--- src/hdl/mem_space_pkg.sv ---
// Constants, enumerations and decode tables for the external memory space block.
// Assumes a single core clock; every consumer imports the whole package.
package mem_space_pkg;

  // Machine cycle of four clocks
  localparam int unsigned CLK_PER_MCYCLE = 4;
  localparam logic [1:0] PHASE_LAST = 2'h3;
  localparam logic [1:0] PHASE_CAPTURE = 2'h2;

  // Vector placement: base plus index times eight
  localparam logic [15:0] RESET_VECTOR = 16'h0000;
  localparam logic [15:0] VEC_BASE = 16'h0003;
  localparam int unsigned VEC_SHIFT = 3;

  // Memory indices, lowest index wins on overlap
  localparam int unsigned NUM_MEMS = 4;
  localparam int unsigned MEM_CTRL = 0;
  localparam int unsigned MEM_SRAM = 1;
  localparam int unsigned MEM_MAIN = 2;
  localparam int unsigned MEM_SEC = 3;

  // Segment decode equations: (addr & mask) == base, optional page match
  localparam logic [15:0] SEG_BASE [NUM_MEMS] = '{16'h7F00, 16'h2000, 16'h8000, 16'h0000};
  localparam logic [15:0] SEG_MASK [NUM_MEMS] = '{16'hFF00, 16'hE000, 16'h8000, 16'hC000};
  localparam logic [7:0] SEG_PAGE [NUM_MEMS] = '{8'h00, 8'h00, 8'h00, 8'h00};
  localparam logic SEG_PAGE_USE [NUM_MEMS] = '{1'b0, 1'b0, 1'b1, 1'b0};

  // Placement word layout
  localparam int unsigned MAP_W = 5;
  localparam int unsigned MAP_MAIN_PROG = 0;
  localparam int unsigned MAP_MAIN_DATA = 1;
  localparam int unsigned MAP_SEC_PROG = 2;
  localparam int unsigned MAP_SEC_DATA = 3;
  localparam int unsigned MAP_SRAM_PROG = 4;
  localparam logic [MAP_W-1:0] MAP_RST = 5'h09;

  // Reset values
  localparam logic [7:0] PAGE_RST = 8'h00;
  localparam logic [15:0] PTR_RST = 16'h0000;

  // Operations the core sequencer issues, one per machine cycle
  typedef enum logic [3:0] {
    OP_IDLE,
    OP_FETCH,
    OP_JUMP,
    OP_VECTOR,
    OP_XREAD,
    OP_XWRITE,
    OP_PTR_LOAD,
    OP_INTERNAL,
    OP_PAGE_SET,
    OP_MAP_SET
  } op_kind_t;

endpackage

--- src/hdl/mem_space_decode.sv ---
// Machine-cycle bus unit and programmable memory decode for the external spaces.
// Assumes the opcode sequencer sits outside on the same clock and issues one
// operation per machine cycle while op_ready is high; memories answer within three clocks.

module mem_space_decode
  import mem_space_pkg::*;
#(
  parameter int unsigned NUM_PTRS = 2 // Data pointers
) (
  input wire logic clk, // Core clock
  input wire logic reset, // Synchronous reset, active high
  input wire logic [MAP_W-1:0] nv_map, // Nonvolatile placement word
  input wire logic op_valid, // Operation presented
  input wire op_kind_t op_kind, // Operation kind
  input wire logic [15:0] op_jump_addr, // Branch target
  input wire logic [2:0] op_vector, // Interrupt source index
  input wire logic [$clog2(NUM_PTRS)-1:0] op_ptr_sel, // Data pointer select
  input wire logic [15:0] op_ptr_value, // Pointer load value
  input wire logic op_ptr_inc, // Bump pointer after access
  input wire logic [7:0] op_wdata, // Write data, page or placement
  input wire logic [7:0] mem_rdata, // Read data from selected memory
  output logic op_ready, // Next operation taken at end of cycle
  output logic [15:0] mem_addr, // Bus address
  output logic [7:0] mem_page, // Page extension
  output logic [NUM_MEMS-1:0] mem_sel, // One-hot memory select
  output logic program_store_strobe, // Fetch strobe
  output logic read_strobe, // Data read strobe
  output logic write_strobe, // Data write strobe
  output logic [7:0] mem_wdata, // Write data
  output logic [7:0] rd_data, // Captured read or fetch byte
  output logic rd_valid // Capture pulse
);

  if (NUM_PTRS < 2) begin : g_bad_ptrs
    $error("mem_space_decode needs at least two data pointers");
  end

  logic [1:0] phase_q;
  logic boot_q;
  logic pend_q;
  logic [MAP_W-1:0] map_q;
  logic [15:0] ip_q;
  logic [7:0] page_q;
  logic [15:0] data_pointer_reg_q [NUM_PTRS];

  // Operation selection; boot forces the reset-vector fetch
  wire take = (phase_q == PHASE_LAST);
  wire op_kind_t kind_eff = boot_q ? OP_FETCH : (op_valid ? op_kind : OP_IDLE);
  wire is_fetch = (kind_eff == OP_FETCH);
  wire is_xrd = (kind_eff == OP_XREAD);
  wire is_xwr = (kind_eff == OP_XWRITE);
  wire is_ext = is_fetch | is_xrd | is_xwr;
  wire [15:0] bus_addr = is_fetch ? ip_q : data_pointer_reg_q[op_ptr_sel];
  wire [15:0] vec_addr = VEC_BASE + (16'(op_vector) << VEC_SHIFT);

  // Placement in effect; the stored word is only trusted once loaded
  wire [MAP_W-1:0] eff_map = pend_q ? nv_map : map_q;
  wire [NUM_MEMS-1:0] prog_ok = {eff_map[MAP_SEC_PROG], eff_map[MAP_MAIN_PROG],
                                 eff_map[MAP_SRAM_PROG], 1'b0};
  wire [NUM_MEMS-1:0] data_ok = {eff_map[MAP_SEC_DATA], eff_map[MAP_MAIN_DATA],
                                 2'b11};

  // Per-segment match, gated by the space of the access
  logic [NUM_MEMS-1:0] hit;
  for (genvar i = 0; i < NUM_MEMS; i++) begin : g_seg
    wire addr_ok = ((bus_addr & SEG_MASK[i]) == SEG_BASE[i]);
    wire page_ok = !SEG_PAGE_USE[i] || (page_q == SEG_PAGE[i]);
    assign hit[i] = is_ext && addr_ok && page_ok && (is_fetch ? prog_ok[i] : data_ok[i]);
  end

  // Lowest set bit wins so overlapping segments never double-select
  wire [NUM_MEMS-1:0] sel_next = hit & (~hit + 4'h1);

  // Phase counter and boot flag
  always_ff @(posedge clk) begin
    if (reset) begin
      phase_q <= PHASE_LAST;
      boot_q <= 1'b1;
      pend_q <= 1'b1;
    end else begin
      phase_q <= phase_q + 2'h1;
      pend_q <= 1'b0;
      if (take) begin
        boot_q <= 1'b0;
      end
    end
  end

  // Placement: nonvolatile after reset, software override until reset
  always_ff @(posedge clk) begin
    if (reset) begin
      map_q <= MAP_RST;
    end else if (pend_q) begin
      map_q <= nv_map;
    end else if (take && kind_eff == OP_MAP_SET) begin
      map_q <= op_wdata[MAP_W-1:0];
    end
  end

  // Instruction pointer, branches and vectors
  always_ff @(posedge clk) begin
    if (reset) begin
      ip_q <= RESET_VECTOR;
    end else if (take) begin
      unique case (kind_eff)
        OP_FETCH: ip_q <= ip_q + 16'h0001;
        OP_JUMP: ip_q <= op_jump_addr;
        OP_VECTOR: ip_q <= vec_addr;
        default: ip_q <= ip_q;
      endcase
    end
  end

  // Page register
  always_ff @(posedge clk) begin
    if (reset) begin
      page_q <= PAGE_RST;
    end else if (take && kind_eff == OP_PAGE_SET) begin
      page_q <= op_wdata;
    end
  end

  // Independent data pointers with optional post-increment
  for (genvar p = 0; p < NUM_PTRS; p++) begin : g_ptr
    wire mine = (op_ptr_sel == ($clog2(NUM_PTRS))'(p));
    always_ff @(posedge clk) begin
      if (reset) begin
        data_pointer_reg_q[p] <= PTR_RST;
      end else if (take && mine && kind_eff == OP_PTR_LOAD) begin
        data_pointer_reg_q[p] <= op_ptr_value;
      end else if (take && mine && (is_xrd || is_xwr) && op_ptr_inc) begin
        data_pointer_reg_q[p] <= data_pointer_reg_q[p] + 16'h0001;
      end
    end
  end

  // Bus launch at cycle start, strobes drop before the next cycle
  always_ff @(posedge clk) begin
    if (reset) begin
      mem_addr <= 16'h0000;
      mem_page <= 8'h00;
      mem_sel <= '0;
      program_store_strobe <= 1'b0;
      read_strobe <= 1'b0;
      write_strobe <= 1'b0;
      mem_wdata <= 8'h00;
    end else if (take) begin
      mem_addr <= bus_addr;
      mem_page <= page_q;
      mem_sel <= sel_next;
      program_store_strobe <= is_fetch;
      read_strobe <= is_xrd;
      write_strobe <= is_xwr;
      mem_wdata <= op_wdata;
    end else if (phase_q == PHASE_CAPTURE) begin
      mem_sel <= '0;
      program_store_strobe <= 1'b0;
      read_strobe <= 1'b0;
      write_strobe <= 1'b0;
    end
  end

  // Read capture and handshake toward the sequencer
  always_ff @(posedge clk) begin
    if (reset) begin
      rd_data <= 8'h00;
      rd_valid <= 1'b0;
      op_ready <= 1'b0;
    end else begin
      rd_valid <= (phase_q == PHASE_CAPTURE) && (program_store_strobe || read_strobe);
      if ((phase_q == PHASE_CAPTURE) && (program_store_strobe || read_strobe)) begin
        rd_data <= mem_rdata;
      end
      op_ready <= (phase_q == PHASE_CAPTURE);
    end
  end

  // Checks next to the logic they guard
  property p_one_sel;
    @(posedge clk) disable iff (reset) $onehot0(mem_sel);
  endproperty
  a_one_sel: assert property (p_one_sel) else $error("more than one memory select");

  property p_boot;
    @(posedge clk) $fell(reset) |-> ##1 (program_store_strobe && mem_addr == 16'h0000);
  endproperty
  a_boot: assert property (p_boot) else $error("first fetch not at zero");

  property p_cycle;
    @(posedge clk) disable iff (reset)
      $rose(program_store_strobe) |-> program_store_strobe [*3] ##1 !program_store_strobe;
  endproperty
  a_cycle: assert property (p_cycle) else $error("fetch strobe not three of four clocks");

  property p_read_capture;
    @(posedge clk) disable iff (reset) $rose(read_strobe) |-> ##3 rd_valid;
  endproperty
  a_read_capture: assert property (p_read_capture) else $error("read not captured");

  property p_vector;
    @(posedge clk) disable iff (reset)
      (take && !boot_q && op_valid && op_kind == OP_VECTOR) |=> ip_q == $past(vec_addr);
  endproperty
  a_vector: assert property (p_vector) else $error("vector address wrong");

  property p_internal;
    @(posedge clk) disable iff (reset)
      (take && !boot_q && op_valid && op_kind == OP_INTERNAL)
        |=> (!read_strobe && !write_strobe) [*3];
  endproperty
  a_internal: assert property (p_internal) else $error("strobe on internal access");

  property p_no_prog_write;
    @(posedge clk) disable iff (reset)
      write_strobe |-> !program_store_strobe && ((mem_sel & ~data_ok) == '0);
  endproperty
  a_no_prog_write: assert property (p_no_prog_write) else $error("write in program space");

  property p_ctrl_data_only;
    @(posedge clk) disable iff (reset) program_store_strobe |-> !mem_sel[MEM_CTRL];
  endproperty
  a_ctrl_data_only: assert property (p_ctrl_data_only) else $error("control block in program space");

  property p_ready_rate;
    @(posedge clk) disable iff (reset) op_ready |-> ##1 !op_ready ##3 op_ready;
  endproperty
  a_ready_rate: assert property (p_ready_rate) else $error("machine cycle not four clocks");

  property p_ptr_indep;
    @(posedge clk) disable iff (reset)
      (take && !boot_q && op_valid && op_kind == OP_PTR_LOAD && op_ptr_sel == '0)
        |=> $stable(data_pointer_reg_q[1]) && data_pointer_reg_q[0] == $past(op_ptr_value);
  endproperty
  a_ptr_indep: assert property (p_ptr_indep) else $error("data pointers not independent");

  property p_nv_load;
    @(posedge clk) $fell(reset) |=> map_q == $past(nv_map);
  endproperty
  a_nv_load: assert property (p_nv_load) else $error("placement not reloaded");

  property p_override;
    @(posedge clk) disable iff (reset)
      (take && !boot_q && op_valid && op_kind == OP_MAP_SET)
        |=> map_q == $past(op_wdata[MAP_W-1:0]);
  endproperty
  a_override: assert property (p_override) else $error("placement override lost");

endmodule

--- config.mk ---
export PLATFORM = sky130hd
export DESIGN_NAME = mem_space_decode
export DESIGN_NICKNAME = d
export VERILOG_FILES = /design/src/hdl/mem_space_pkg.sv /design/src/hdl/mem_space_decode.sv
export SDC_FILE = /design/constraint.sdc
export NUM_CORES = 1
export LEC_CHECK = 0
export ABC_AREA = 1
export BUFFER_PORTS_ARGS = -buffer_cell sky130_fd_sc_hd__buf_2
export CAP_MARGIN = 5
export CORE_AREA = 2 2 109 111
export DETAILED_ROUTE_END_ITERATION = 10
export DIE_AREA = 0 0 111 113
export HOLD_SLACK_MARGIN = 0.15
export PLACE_DENSITY = 0.74
export RECOVER_POWER = 50
export SETUP_SLACK_MARGIN = 0.2
export SYNTH_ARGS = -nofsm -noshare
export SYNTH_HDL_FRONTEND = slang
export SYNTH_SLANG_ARGS = --single-unit
--- constraint.sdc ---
create_clock -name clk -period 2.9 [get_ports clk]
set_clock_uncertainty 0.15 [all_clocks]
set_input_delay 0 -clock clk [delete_from_list [all_inputs] [get_ports clk]]
set_output_delay 0 -clock clk [all_outputs]
set_load 0.005 [all_outputs]
# [Yosys cells after proc, flatten, opt, wreduce, memory -nomap -nowiden]
# Memory sizes are Yosys's and may differ from the RTL's.
# Cells that the tools add are included.
# W data, S select, Z words.
[classes] n_addsub=6 eq_ne=12 mux=37 n_bitwise=9 reduce_logical=28
[ops] operator="$mux W16" count=5
[ops] operator="$add A16 B1 Y16 const B" count=3
[ops] operator="$pmux W16 S3" count=1
[ops] operator="$mux W1" count=24
[ops] operator="$logic_and A1 B1 Y1" count=20
[ops] operator="$logic_not A16 Y1" count=1
[ops] operator="$mux W4" count=4
[ops] operator="$mux W5" count=3
[ops] operator="$eq A4 B3 Y1 const B" count=3
[ops] operator="$eq A4 B2 Y1 const B" count=2
[ops] operator="$eq A4 B4 Y1 const B" count=2
[ops] operator="$eq A8 B7 Y1 const B" count=1
[ops] operator="$logic_not A8 Y1" count=1
[ops] operator="$add A2 B6 Y7 const A" count=1
[ops] operator="$or A1 B1 Y1" count=6
[ops] operator="$add A4 B1 Y4 const B" count=1
[ops] operator="$and A4 B4 Y4" count=1
[ops] operator="$eq A2 B2 Y1 const B" count=2
[ops] operator="$eq A4 B1 Y1 const B" count=1
[ops] operator="$not A4 Y4" count=1
[ops] operator="$reduce_bool A2 Y1" count=2
[ops] operator="$eq A3 B1 Y1 const B" count=1
[ops] operator="$reduce_bool A3 Y1" count=1
[ops] operator="$add A2 B1 Y2 const B" count=1
[ops] operator="3 further kinds" count=4
[totals] reg_bits=82 ram_bits=32 input_bits=65 output_inout_bits=49 wordCells=109 n_memories=1
[memory_table] memory="data_pointer_reg_q" depth=2 word_bits=16 rd=3 rd_clocked_by_memory_dff=0 wr=2 line="mem_space_decode.sv:44" source="logic [15:0] data_pointer_reg_q [NUM_PTRS];"

# [Logic depth before layout (Yosys ltp)]
# Gate-level depths: netlist (run 1).
[depth] depth_word=12 mapped_depth=12 mapped_depth_nobuf=11

# [Worst setup path after synthesis (run 1)]
# OpenSTA, ideal clock, no wires.
[synth_path] path_kind="register to register" startpoint="register phase_q[0]" endpoint="memory data_pointer_reg_q[1][0] (enable)" setup_ps=375 arrival_time_ps=1648 t_required_ps=2375 setup_slack_ps=727 stages_incl_launch_ff=9 n_path_buf=1 period_less_slack_ps=2173 path_cell_list="dfxtp_1 -> ha_1 -> buf_2 -> inv_2 -> nor2_2 -> nand2_1 -> nor2_4 -> inv_2 -> nand3_1"
[synth_rtl] element="from (decl)" line="mem_space_decode.sv:38" source="logic [1:0] phase_q;"
[synth_rtl] element="from (signal assigned)" line="mem_space_decode.sv:81" source="phase_q <= phase_q + 2'h1;"
[synth_rtl] element="to (decl)" line="mem_space_decode.sv:44"

==> results of run 1 <==
[worst max-delay path, cell delays in order]
cell	delay [ns]
sky130_fd_sc_hd__dlygate4sd3_1	0.53
sky130_fd_sc_hd__clkbuf_1	0.66
sky130_fd_sc_hd__inv_2	0.34
sky130_fd_sc_hd__nand3_4	0.25
sky130_fd_sc_hd__inv_2	0.10
sky130_fd_sc_hd__nand2_1	0.08
sky130_fd_sc_hd__o31ai_1	0.08
sky130_fd_sc_hd__dlygate4sd3_1	0.58
[area by class of cell]
cell class	count	area, µm²	area share, %
tap	143	178.9	2.220
multi-input combinational	573	2903	36.01
inverter	104	391.6	4.859
clock buffer	19	464.2	5.759
sequential	114	2603	32.29
timing repair buffer	204	1438	17.84
clock inverter	13	82.58	1.025
[cell families after synthesis]
kind of cell / after synthesis / share of synthesized area, %
AOI/OAI and AO/OA: 179 / 16.89
xor gates and xnor gates: 17 / 2.448
adders and majority gates: 5 / 1.029
buffers and inverters: 138 / 9.401
DFF: 114 / 42.79
and+or+nand+nor: 372 / 27.44
[state kept, by name, summed over array words and instances (netlist names)]
name                  count
mem_page                  8
rd_valid                  1
ip_q                     16
page_q                    8
mem_sel                   4
op_ready                  1
read_strobe               1
phase_q                   2
data_pointer_reg_q       32
map_q                     5
boot_q                    1
pend_q                    1
program_store_strobe      1
rd_data                   8
mem_wdata                 8
write_strobe              1
mem_addr                 16
[worst paths after layout]
path,from,end,slack (ns),cells after the start
worst min register to register,phase_q[0],phase_q[0],0.28,1
worst min-delay path,mem_rdata[1],rd_data[1],0.21,4
worst max register to register,boot_q,mem_sel[0],0.38,10
worst max-delay path,reset,data_pointer_reg_q[0][7],0.28,8
[power by group]
group          switching [mW]  leakage, nW  total [mW]  internal (mW)
Combinational           0.412         2.32       0.694          0.282
Sequential              0.101         1.00        1.86           1.76
Clock                   0.769        0.278        1.92           1.16
[layout by cell type, fill, tap and decap left out, drive strengths merged, types with 3 or more instances in the layout]
master	instances
nand2	173
nor2	112
inv	106
o21ai	101
buf	96
dlygate4sd3	85
dfxtp	82
nand3	48
clkbuf	42
edfxtp	32
a21oi	24
a31oi	22
xor2	14
nand4	14
nor3	14
o22ai	11
o211ai	10
clkinv	10
or2	5
ha	5
nor4	4
xnor2	3
[routing by layer]
layer	up-vias	routed length, µm	GRT usage (%)
met5	-	0	0
met4	0	498	12.83
met3	39	1338	6.160
met2	298	9106	52.84
met1	2963	7672	37.31
li1	3121	-	-
[per-stage QoR]
stage / worst slack [ns] / instance area, µm² / power, mW
global route: 0.1171 / 8060 / 4.655
finish: 0.2796 / 8060 / 4.475
floorplan: 0.7267 / 6082 / 2.254
CTS: 0.2415 / 8089 / 4.472
detailed placement: 0.4500 / 6691 / 2.483
global placement: 0.4942 / 6691 / 2.473
[timing repair]
item | in CTS | in global routing
buffers inserted | 0 | 0
endpoints found under the hold margin | 104 | 0
endpoints found under the setup margin | 0 | 11
resized for setup | 0 | 5
hold buffers | 85 | 0
==> impl_metrics.prom, run 1 <==
# TYPE chip_impl_metric gauge
chip_impl_metric{name="final_setup_violation_count",unit=""} 0
chip_impl_metric{name="detailedPlacementHpwl",unit="µm"} 12210
chip_impl_metric{name="grt_start_max_net_pins",unit=""} 58
chip_impl_metric{name="syn-cell-area",unit="µm²"} 6082
chip_impl_metric{name="dr_total_vias",unit=""} 6421
chip_impl_metric{name="fmax",unit="GHz"} 0.3816
chip_impl_metric{name="buffer_ports.inserted",unit=""} 113
chip_impl_metric{name="die-height",unit="µm"} 113
chip_impl_metric{name="layout.core_utilization",unit="%"} 71.51
chip_impl_metric{name="worst_skew_pair.late_latency",unit="ns"} 0.42
chip_impl_metric{name="tightestPinTransition",unit="ns"} 0.8715
chip_impl_metric{name="place_inst",unit=""} 1053
chip_impl_metric{name="gp_congestion",unit=""} 0.8819
chip_impl_metric{name="io_pins",unit=""} 114
chip_impl_info{name="hp-class",value="in2reg"} 1
chip_impl_metric{name="dr.pass1.iters",unit=""} 6
chip_impl_metric{name="setup-tns-final",unit="ns"} 0
chip_impl_metric{name="first_pass_grt_wire_length",unit="µm"} 30650
chip_impl_metric{name="dr.first_iter.drc_count",unit=""} 757
chip_impl_info{name="cts_root_buffer",value="sky130_fd_sc_hd__clkbuf_16"} 1
chip_impl_info{name="run_status",value="finished clean"} 1
chip_impl_metric{name="holdWs",unit="ns"} 0.2104
chip_impl_info{name="rsz0062_at_grt",value="true"} 1
chip_impl_metric{name="static_leak",unit="nW"} 3.607
chip_impl_metric{name="min_period",unit="ns"} 2.620
chip_impl_metric{name="growth_of_design_area_from_synthesis_to_finish",unit="%"} 32.52
chip_impl_metric{name="finish.cell_count_without_fillers",unit=""} 1170
chip_impl_metric{name="detail_route.wirelength",unit="µm"} 18620
chip_impl_metric{name="synth_cell_types",unit=""} 45
chip_impl_metric{name="die-width",unit="µm"} 111
chip_impl_info{name="synthMostInstantiatedCell",value="sky130_fd_sc_hd__nand2_1"} 1
chip_impl_metric{name="synth_seq_cells",unit=""} 114
chip_impl_info{name="synthTopCellsByCount",value="sky130_fd_sc_hd__nand2_1, sky130_fd_sc_hd__nor2_1, sky130_fd_sc_hd__inv_1"} 1
chip_impl_metric{name="drc",unit=""} 0
chip_impl_metric{name="die-area",unit="µm²"} 12540
chip_impl_metric{name="drt-vias-per-instance",unit=""} 5.488
chip_impl_info{name="synth.largest_area_cell",value="sky130_fd_sc_hd__dfxtp_1"} 1
chip_impl_metric{name="detail-route-antenna-nets",unit=""} 0
chip_impl_metric{name="final_layout_size_suffix_gt1_share",unit="%"} 16.75
chip_impl_metric{name="timing.critical_path.fanout_max",unit=""} 19
chip_impl_info{name="timing.setup.critical_path_class",value="in2reg"} 1
chip_impl_metric{name="max_cap_viol_count",unit=""} 0
chip_impl_metric{name="synth_nets",unit=""} 895
chip_impl_metric{name="cts.sink_count",unit=""} 114
chip_impl_metric{name="hold_viol",unit=""} 0
chip_impl_metric{name="power-per-cell-area",unit="nW/µm²"} 555.1
chip_impl_info{name="synth.area.top_cells",value="sky130_fd_sc_hd__dfxtp_1, sky130_fd_sc_hd__edfxtp_1, sky130_fd_sc_hd__nand2_1, sky130_fd_sc_hd__o21ai_0, sky130_fd_sc_hd__nor2_1"} 1
chip_impl_metric{name="syn-mean-instance-area",unit="µm²"} 7.372
chip_impl_metric{name="globalRoute.totalOverflow",unit=""} 0
chip_impl_info{name="endpoint_kind",value="flop"} 1
chip_impl_metric{name="cts_max_level",unit=""} 4
chip_impl_metric{name="cts_inserted_buffers",unit=""} 17
chip_impl_metric{name="count_of_flip_flops_with_a_built_in_enable_after_synthesis",unit=""} 32
chip_impl_metric{name="num_rows",unit=""} 39
chip_impl_metric{name="slew_viol_final",unit=""} 0
chip_impl_metric{name="number_of_antenna_violations_at_the_first_check_in_global_routing",unit=""} 0
chip_impl_metric{name="via_count_of_the_first_global_routing_pass",unit=""} 6325
chip_impl_metric{name="worstPathArrival",unit="ns"} 2.63
chip_impl_metric{name="period_share",unit="%"} 90.36
chip_impl_metric{name="cts.path.max_buffers",unit=""} 2
chip_impl_metric{name="max-slew-margin-rel",unit="%"} 41.90
chip_impl_metric{name="fillers",unit=""} 921
chip_impl_metric{name="postSynthCellCount",unit=""} 825
chip_impl_metric{name="worstPathRequired",unit="ns"} 2.91
chip_impl_info{name="start_kind",value="input pin"} 1
chip_impl_metric{name="vdd_drop_max",unit="µV"} 480.4
chip_impl_metric{name="synth.yosys.warnings",unit=""} 0
chip_impl_metric{name="clkSlewWorstSetupHoldPaths",unit="ns"} 0.06
chip_impl_info{name="synthFlopType",value="sky130_fd_sc_hd__dfxtp_1"} 1
chip_impl_metric{name="core",unit="µm²"} 11270
chip_impl_metric{name="synth_async_sr_flop_share",unit="%"} 0
chip_impl_metric{name="diodes",unit=""} 0
chip_impl_metric{name="netlist.area_leader.share",unit="%"} 26.99
chip_impl_metric{name="detail_route.wl_per_cell",unit="µm"} 15.91
chip_impl_metric{name="final_nets",unit=""} 1084
chip_impl_metric{name="grtUsageTotal",unit="%"} 30.51
chip_impl_metric{name="seq_area_frac_synth",unit="%"} 42.79
chip_impl_info{name="cts_tree",value="built"} 1
chip_impl_metric{name="initial_utilization",unit="%"} 53.96
Note: power is estimated with default switching activity, not from simulation.
==> inputs of run 2 (changes only) <==
RECOVER_POWER = default   (was 50)
SETUP_SLACK_MARGIN = default   (was 0.2)
==> run 2 against run 1 <==
Net effect: die area did not move; global-route usage barely moved; routed wire length fell by 0.20%; count of clock-buffer cells in the layout did not move; via count rose by 0.81%; cell count barely moved; worst setup slack got worse by 0.16 ns; critical path type is now reg2reg; non-clock buffer count rose by 1; flip-flop and latch count did not move; power rose by 0.38%; largest power group unchanged; highest routed layer unchanged.
==> impl_metrics.prom, run 2 (synthesis results as in run 1) <==
# TYPE chip_impl_metric gauge
chip_impl_metric{name="num_rows",unit=""} 39
chip_impl_info{name="mostFrequentLayoutCell",value="sky130_fd_sc_hd__nand2_1"} 1
chip_impl_info{name="cts_root_buffer",value="sky130_fd_sc_hd__clkbuf_16"} 1
chip_impl_metric{name="hold_depth",unit=""} 4
chip_impl_metric{name="final_nets",unit=""} 1085
chip_impl_info{name="rsz0062_at_grt",value="false"} 1
chip_impl_metric{name="cts.sink_count",unit=""} 114
chip_impl_metric{name="max_cap_viol_count",unit=""} 0
chip_impl_metric{name="dr.first_iter.drc_count",unit=""} 757
chip_impl_info{name="hp-start",value="mem_rdata[1]"} 1
chip_impl_metric{name="total_power",unit="mW"} 4.491
chip_impl_info{name="reg2reg_from",value="boot_q"} 1
chip_impl_metric{name="detail_route.wl_per_cell",unit="µm"} 15.86
chip_impl_metric{name="cts_inserted_buffers",unit=""} 17
chip_impl_metric{name="io_pins",unit=""} 114
chip_impl_metric{name="via_count_of_the_first_global_routing_pass",unit=""} 6336
chip_impl_metric{name="largest_reg_flops",unit=""} 32
chip_impl_info{name="worst_path_max_delay_cell",value="sky130_fd_sc_hd__dlygate4sd3_1"} 1
chip_impl_metric{name="fmax",unit="GHz"} 0.3595
chip_impl_metric{name="dr_total_vias",unit=""} 6473
chip_impl_info{name="worstHoldEndpoint",value="rd_data[1]"} 1
chip_impl_metric{name="initial_utilization",unit="%"} 53.96
chip_impl_info{name="worst_r2r_endpoint",value="ip_q[5]"} 1
chip_impl_metric{name="drt-vias-per-instance",unit=""} 5.528
chip_impl_metric{name="setup.reg_to_reg.worst_slack",unit="ns"} 0.12
chip_impl_metric{name="detailedPlacementHpwl",unit="µm"} 12210
chip_impl_metric{name="vdd_drop_max",unit="µV"} 477.8
chip_impl_metric{name="setup-tns-final",unit="ns"} 0
chip_impl_metric{name="die-width",unit="µm"} 111
chip_impl_metric{name="worst_skew_pair.late_latency",unit="ns"} 0.42
chip_impl_info{name="reg.largest.list",value="data_pointer_reg_q (32), ip_q (16), mem_addr (16)"} 1
chip_impl_metric{name="growth_of_design_area_from_synthesis_to_finish",unit="%"} 33.47
chip_impl_metric{name="drc",unit=""} 0
chip_impl_metric{name="gp_congestion",unit=""} 0.8819
chip_impl_metric{name="buffer_ports.inserted",unit=""} 113
chip_impl_metric{name="number_of_antenna_violations_at_the_first_check_in_global_routing",unit=""} 0
chip_impl_metric{name="cts.path.max_buffers",unit=""} 2
chip_impl_info{name="crit_chain",value="inv_2 > nand3_2 > nand2_2 > dlygate4sd3_1 > inv_2 > nor3_4 > buf_12 > inv_1 > a21oi_1 > a31oi_1 > dlygate4sd3_1"} 1
chip_impl_metric{name="critical_path.max_stage_delay",unit="ns"} 0.58
chip_impl_metric{name="globalRoute.totalOverflow",unit=""} 0
chip_impl_metric{name="grt_start_max_net_pins",unit=""} 58
chip_impl_info{name="run_status",value="finished clean"} 1
chip_impl_metric{name="detail-route-antenna-nets",unit=""} 0
chip_impl_metric{name="slew_viol_final",unit=""} 0
chip_impl_metric{name="die-area",unit="µm²"} 12540
chip_impl_metric{name="diodes",unit=""} 0
chip_impl_metric{name="core",unit="µm²"} 11270
chip_impl_metric{name="power-per-cell-area",unit="nW/µm²"} 553.3
chip_impl_metric{name="clkSlewWorstSetupHoldPaths",unit="ns"} 0.06
chip_impl_metric{name="detail_route.wirelength",unit="µm"} 18580
chip_impl_metric{name="max-slew-margin-rel",unit="%"} 46.74
chip_impl_metric{name="post_cts.repair.setup_buffers",unit=""} 0
chip_impl_metric{name="die-height",unit="µm"} 113
chip_impl_metric{name="r2r_cells",unit=""} 11
chip_impl_info{name="endpoint_kind",value="flop"} 1
chip_impl_metric{name="cts_max_level",unit=""} 4
chip_impl_info{name="timing.setup.critical_path_class",value="reg2reg"} 1
chip_impl_metric{name="place_inst",unit=""} 1053
chip_impl_info{name="cts_tree",value="built"} 1
chip_impl_info{name="registers.top_by_ff_count",value="data_pointer_reg_q"} 1
chip_impl_metric{name="final_setup_violation_count",unit=""} 0
chip_impl_info{name="start_kind",value="flop"} 1
chip_impl_metric{name="dr.pass1.iters",unit=""} 6
chip_impl_metric{name="final_layout_size_suffix_gt1_share",unit="%"} 19.26
chip_impl_metric{name="period_share",unit="%"} 95.91
chip_impl_info{name="final_cell_mix",value="sky130_fd_sc_hd__nand2_1, sky130_fd_sc_hd__buf_2, sky130_fd_sc_hd__nor2_1"} 1
chip_impl_metric{name="tightestPinTransition",unit="ns"} 0.7966
chip_impl_metric{name="min_period",unit="ns"} 2.781
chip_impl_info{name="hp-class",value="in2reg"} 1
chip_impl_metric{name="first_pass_grt_wire_length",unit="µm"} 30690
chip_impl_metric{name="static_leak",unit="nW"} 3.698
chip_impl_metric{name="worstPathRequired",unit="ns"} 3.06
chip_impl_metric{name="timing.critical_path.fanout_max",unit=""} 32
chip_impl_metric{name="path_buf_inv",unit=""} 6
chip_impl_metric{name="worstPathArrival",unit="ns"} 2.94
chip_impl_metric{name="hold_viol",unit=""} 0
chip_impl_metric{name="finish.cell_count_without_fillers",unit=""} 1171
chip_impl_metric{name="grtUsageTotal",unit="%"} 30.55
chip_impl_info{name="critPathTopFamily",value="buffers and inverters"} 1
==> run 2: cell types whose count changed in the layout (fill, tap and decap cells not counted), sizes merged <==
cell | before | now
buf | 96 | 119
clkbuf | 42 | 19
dlygate4sd3 | 85 | 86
==> run 2: stage by stage <==
| stage | area, µm² | hold WS (ns) | setup WS [ns] | utilization (%) |
|---|---|---|---|---|
| after detailed placement | 6691 | 0.1051 | 0.4500 | 59.36 |
| final | 8118 | 0.2064 | 0.1186 | 72.02 |
| after CTS | 8099 | 0.1959 | 0.06788 | 71.85 |
| after global placement | 6691 | 0.1005 | 0.4942 | 59.36 |
| after global routing | 8118 | 0.2334 | 0.0007481 | 72.02 |
| after floorplan | 6082 | -0.1223 | 0.7267 | - |
==> run 2: layer usage <==
| metal | track usage [%] | vias to the layer above | wire length, µm |
|---|---|---|---|
| li1 | - | 3133 | - |
| met1 | 37.20 | 2990 | 7503 |
| met2 | 53.13 | 309 | 9142 |
| met3 | 6.160 | 41 | 1385 |
| met4 | 12.83 | 0 | 546 |
| met5 | 0 | - | 0 |
==> run 2: cell type report <==
cell class | instances | area, µm²
fill | 904 | 3154
multi-input combinational | 573 | 2910
sequential | 114 | 2603
timing repair buffer | 205 | 1488
clock buffer | 19 | 464.2
inverter | 104 | 391.6
tap | 143 | 178.9
clock inverter | 13 | 82.58
==> run 2: worst max-delay path by stage <==
stage / end / depth (start not counted) / slack, ns / start
finish: ip_q[5] / 11 / 0.12 / boot_q
global route: ip_q[5] / 11 / 0.0007 / boot_q
CTS: ip_q[5] / 11 / 0.07 / boot_q
detailed placement: data_pointer_reg_q[1][2] / 8 / 0.45 / phase_q[0]
global placement: data_pointer_reg_q[1][0] / 8 / 0.49 / phase_q[0]
floorplan: data_pointer_reg_q[1][0] / 8 / 0.73 / phase_q[0]
==> run 2: worst reg2reg max path, cell delays in order (launching register included) <==
cell                            delay (ns)
sky130_fd_sc_hd__dfxtp_1              0.33
sky130_fd_sc_hd__inv_2                0.11
sky130_fd_sc_hd__nand3_2              0.14
sky130_fd_sc_hd__nand2_2              0.12
sky130_fd_sc_hd__dlygate4sd3_1        0.58
sky130_fd_sc_hd__inv_2                0.06
sky130_fd_sc_hd__nor3_4               0.15
sky130_fd_sc_hd__buf_12               0.20
sky130_fd_sc_hd__inv_1                0.06
sky130_fd_sc_hd__a21oi_1              0.13
sky130_fd_sc_hd__a31oi_1              0.09
sky130_fd_sc_hd__dlygate4sd3_1        0.56
==> run 2: what timing repair did <==
action	CTS	global route
hold buffers	86	0
endpoints found under the hold margin	104	0
resized for setup	0	5
endpoints found under the setup margin	0	9
==> run 2: power by group <==
part / internal (mW) / leakage, nW / switching, mW
Combinational: 0.297 / 2.42 / 0.417
Clock: 1.16 / 0.278 / 0.767
Sequential: 1.76 / 1.00 / 0.0999
==> inputs of run 3 (changes only) <==
CTS_BUF_LIST = sky130_fd_sc_hd__clkbuf_8   (was default)
==> run 3 against run 2 <==
Net effect: final area shrank 1.2%; hold slack lost 0.038 ns; worst setup slack gained 0.028 ns; sequential share of layout area grew 0.40 points; count of clock-buffer cells in the layout shrank 1; sequential power is essentially flat; global-route usage shrank 0.33 points; die area is the same; routed wire length shrank 0.23%; critical endpoint unchanged; largest power group is now registers.
==> impl_metrics.prom, run 3 (synthesis results as in run 1) <==
# TYPE chip_impl_metric gauge
chip_impl_metric{name="max-slew-margin-rel",unit="%"} 46.71
chip_impl_metric{name="die-height",unit="µm"} 113
chip_impl_metric{name="slew_viol_final",unit=""} 0
chip_impl_metric{name="initial_utilization",unit="%"} 53.96
chip_impl_metric{name="fmax",unit="GHz"} 0.3632
chip_impl_metric{name="grt_start_max_net_pins",unit=""} 58
chip_impl_metric{name="hold_viol",unit=""} 0
chip_impl_metric{name="vdd_drop_max",unit="µV"} 450.8
chip_impl_metric{name="timing.critical_path.fanout_max",unit=""} 32
chip_impl_metric{name="power-per-cell-area",unit="nW/µm²"} 493.1
chip_impl_metric{name="detail_route.wirelength",unit="µm"} 18530
chip_impl_metric{name="multiInputGateArea",unit="µm²"} 2908
chip_impl_info{name="hp-class",value="in2reg"} 1
chip_impl_metric{name="worstPathArrival",unit="ns"} 2.94
chip_impl_metric{name="pre_cts_slack",unit="ns"} 0.4500
chip_impl_info{name="reg.largest.list",value="data_pointer_reg_q (32), ip_q (16), mem_addr (16)"} 1
chip_impl_metric{name="diodes",unit=""} 0
chip_impl_metric{name="gp_congestion",unit=""} 0.8819
chip_impl_metric{name="final_layout_size_suffix_gt1_share",unit="%"} 19.00
chip_impl_info{name="registers.top_by_ff_count",value="data_pointer_reg_q"} 1
chip_impl_metric{name="first_pass_grt_wire_length",unit="µm"} 30250
chip_impl_metric{name="layout.core_utilization",unit="%"} 71.14
chip_impl_metric{name="fillers",unit=""} 918
chip_impl_metric{name="register_area",unit="µm²"} 2603
chip_impl_metric{name="die-width",unit="µm"} 111
chip_impl_info{name="worstHoldEndpoint",value="rd_data[1]"} 1
chip_impl_info{name="mostFrequentLayoutCell",value="sky130_fd_sc_hd__nand2_1"} 1
chip_impl_metric{name="setup.reg_to_reg.worst_slack",unit="ns"} 0.15
chip_impl_metric{name="final_setup_violation_count",unit=""} 0
chip_impl_metric{name="fin_ws",unit="ns"} 0.1468
chip_impl_metric{name="post-route-cell-area",unit="µm²"} 8019
chip_impl_metric{name="cts.path.max_buffers",unit=""} 2
chip_impl_metric{name="dpl-instance-area",unit="µm²"} 6691
chip_impl_metric{name="drt-vias-per-instance",unit=""} 5.463
chip_impl_metric{name="final_nets",unit=""} 1094
chip_impl_info{name="cts_root_buffer",value="sky130_fd_sc_hd__clkbuf_8"} 1
chip_impl_metric{name="buffer_ports.inserted",unit=""} 113
chip_impl_metric{name="worst_skew_pair.late_latency",unit="ns"} 0.46
chip_impl_metric{name="clkSlewWorstSetupHoldPaths",unit="ns"} 0.08
chip_impl_metric{name="period_share",unit="%"} 94.94
chip_impl_info{name="final_cell_mix",value="sky130_fd_sc_hd__nand2_1, sky130_fd_sc_hd__buf_2, sky130_fd_sc_hd__nor2_1"} 1
chip_impl_metric{name="post_cts.repair.setup_buffers",unit=""} 0
chip_impl_metric{name="hold_depth",unit=""} 4
chip_impl_info{name="hp-start",value="mem_rdata[1]"} 1
chip_impl_metric{name="io_pins",unit=""} 114
chip_impl_metric{name="cts_inserted_buffers",unit=""} 17
chip_impl_metric{name="min_period",unit="ns"} 2.753
chip_impl_metric{name="worstPathRequired",unit="ns"} 3.09
chip_impl_metric{name="globalRoute.totalOverflow",unit=""} 0
chip_impl_metric{name="detail_route.wl_per_cell",unit="µm"} 15.71
chip_impl_metric{name="dr.first_iter.drc_count",unit=""} 751
chip_impl_info{name="reg2reg_from",value="boot_q"} 1
chip_impl_metric{name="number_of_antenna_violations_at_the_first_check_in_global_routing",unit=""} 0
chip_impl_info{name="timing.setup.critical_path_class",value="reg2reg"} 1
chip_impl_info{name="cts_tree",value="built"} 1
chip_impl_info{name="run_status",value="finished clean"} 1
chip_impl_info{name="start_kind",value="flop"} 1
chip_impl_metric{name="num_rows",unit=""} 39
chip_impl_metric{name="detail-route-antenna-nets",unit=""} 0
chip_impl_metric{name="tightestPinTransition",unit="ns"} 0.7971
chip_impl_metric{name="detailedPlacementHpwl",unit="µm"} 12210
chip_impl_metric{name="cts_max_level",unit=""} 4
chip_impl_metric{name="core",unit="µm²"} 11270
chip_impl_metric{name="r2r_cells",unit=""} 11
chip_impl_metric{name="growth_of_design_area_from_synthesis_to_finish",unit="%"} 31.85
chip_impl_metric{name="via_count_of_the_first_global_routing_pass",unit=""} 6214
chip_impl_metric{name="cts.sink_count",unit=""} 114
chip_impl_metric{name="static_leak",unit="nW"} 3.625
chip_impl_info{name="endpoint_kind",value="flop"} 1
chip_impl_metric{name="dr.pass1.iters",unit=""} 6
chip_impl_metric{name="drc",unit=""} 0
chip_impl_metric{name="die-area",unit="µm²"} 12540
chip_impl_metric{name="grtUsageTotal",unit="%"} 30.22
chip_impl_metric{name="dr_total_vias",unit=""} 6446
chip_impl_metric{name="max_cap_viol_count",unit=""} 0
chip_impl_info{name="worst_r2r_endpoint",value="ip_q[5]"} 1
chip_impl_metric{name="largest_reg_flops",unit=""} 32
==> run 3: cell types whose count changed in the layout (fill, tap and decap cells not counted), sizes merged <==
cell and change:
dlygate4sd3 +9, bufinv +1, clkbuf -1
==> run 3: per-layer routing <==
metal  GRT usage [%]  part of all wire, %
met1           37.61                   42
met3           7.177                  7.6
met4           11.75                  2.8
met2           51.21                   48
met5               0                    0
==> run 3: worst max-delay path by stage <==
| stage | depth (start not counted) | to | startpoint |
|---|---|---|---|
| final | 11 | ip_q[5] | boot_q |
| after global routing | 11 | ip_q[5] | boot_q |
| after CTS | 11 | ip_q[5] | boot_q |
| after detailed placement | 8 | data_pointer_reg_q[1][2] | phase_q[0] |
| after global placement | 8 | data_pointer_reg_q[1][0] | phase_q[0] |
| after floorplan | 8 | data_pointer_reg_q[1][0] | phase_q[0] |
==> run 3: stage by stage <==
stage                     std cells  hold slack, ns  power [mW]  setup TNS [ns]
after floorplan                 825         -0.1223       2.254               0
after global placement         1053          0.1005       2.473               0
after detailed placement       1053          0.1051       2.483               0
after CTS                      1180          0.1613       3.928               0
after global routing           1180          0.1803       4.135      -0.0002240
final                          1180          0.1688       3.954               0
==> run 3: cell type report <==
| cell class | count | share of cell area, % |
|---|---|---|
| clock buffer | 18 | 3.089 |
| clock inverter | 14 | 1.404 |
| inverter | 104 | 4.884 |
| multi-input combinational | 573 | 36.26 |
| sequential | 114 | 32.45 |
| tap | 143 | 2.231 |
| timing repair buffer | 214 | 19.68 |
==> run 3: report_power, final <==
part           internal [mW]  leakage (nW)  switching, mW
Combinational          0.298          2.43          0.417
Sequential              1.75          1.00         0.0997
Clock                  0.691         0.193          0.695
==> run 3: worst max-delay path: stages, from the launching register on <==
cell and delay (ns):
sky130_fd_sc_hd__dfxtp_1 0.33, sky130_fd_sc_hd__inv_2 0.10, sky130_fd_sc_hd__nand3_2 0.13, sky130_fd_sc_hd__nand2_1 0.13, sky130_fd_sc_hd__dlygate4sd3_1 0.57, sky130_fd_sc_hd__inv_2 0.05
sky130_fd_sc_hd__nor3_4 0.15, sky130_fd_sc_hd__buf_12 0.20, sky130_fd_sc_hd__inv_1 0.05, sky130_fd_sc_hd__a21oi_1 0.12, sky130_fd_sc_hd__a31oi_1 0.09, sky130_fd_sc_hd__dlygate4sd3_1 0.56
==> run 3: repair_timing <==
item	in CTS	in global routing
hold endpoints to repair	104	0
gates resized for setup	0	4
endpoints found under the setup margin	0	5
hold buffers	95	0
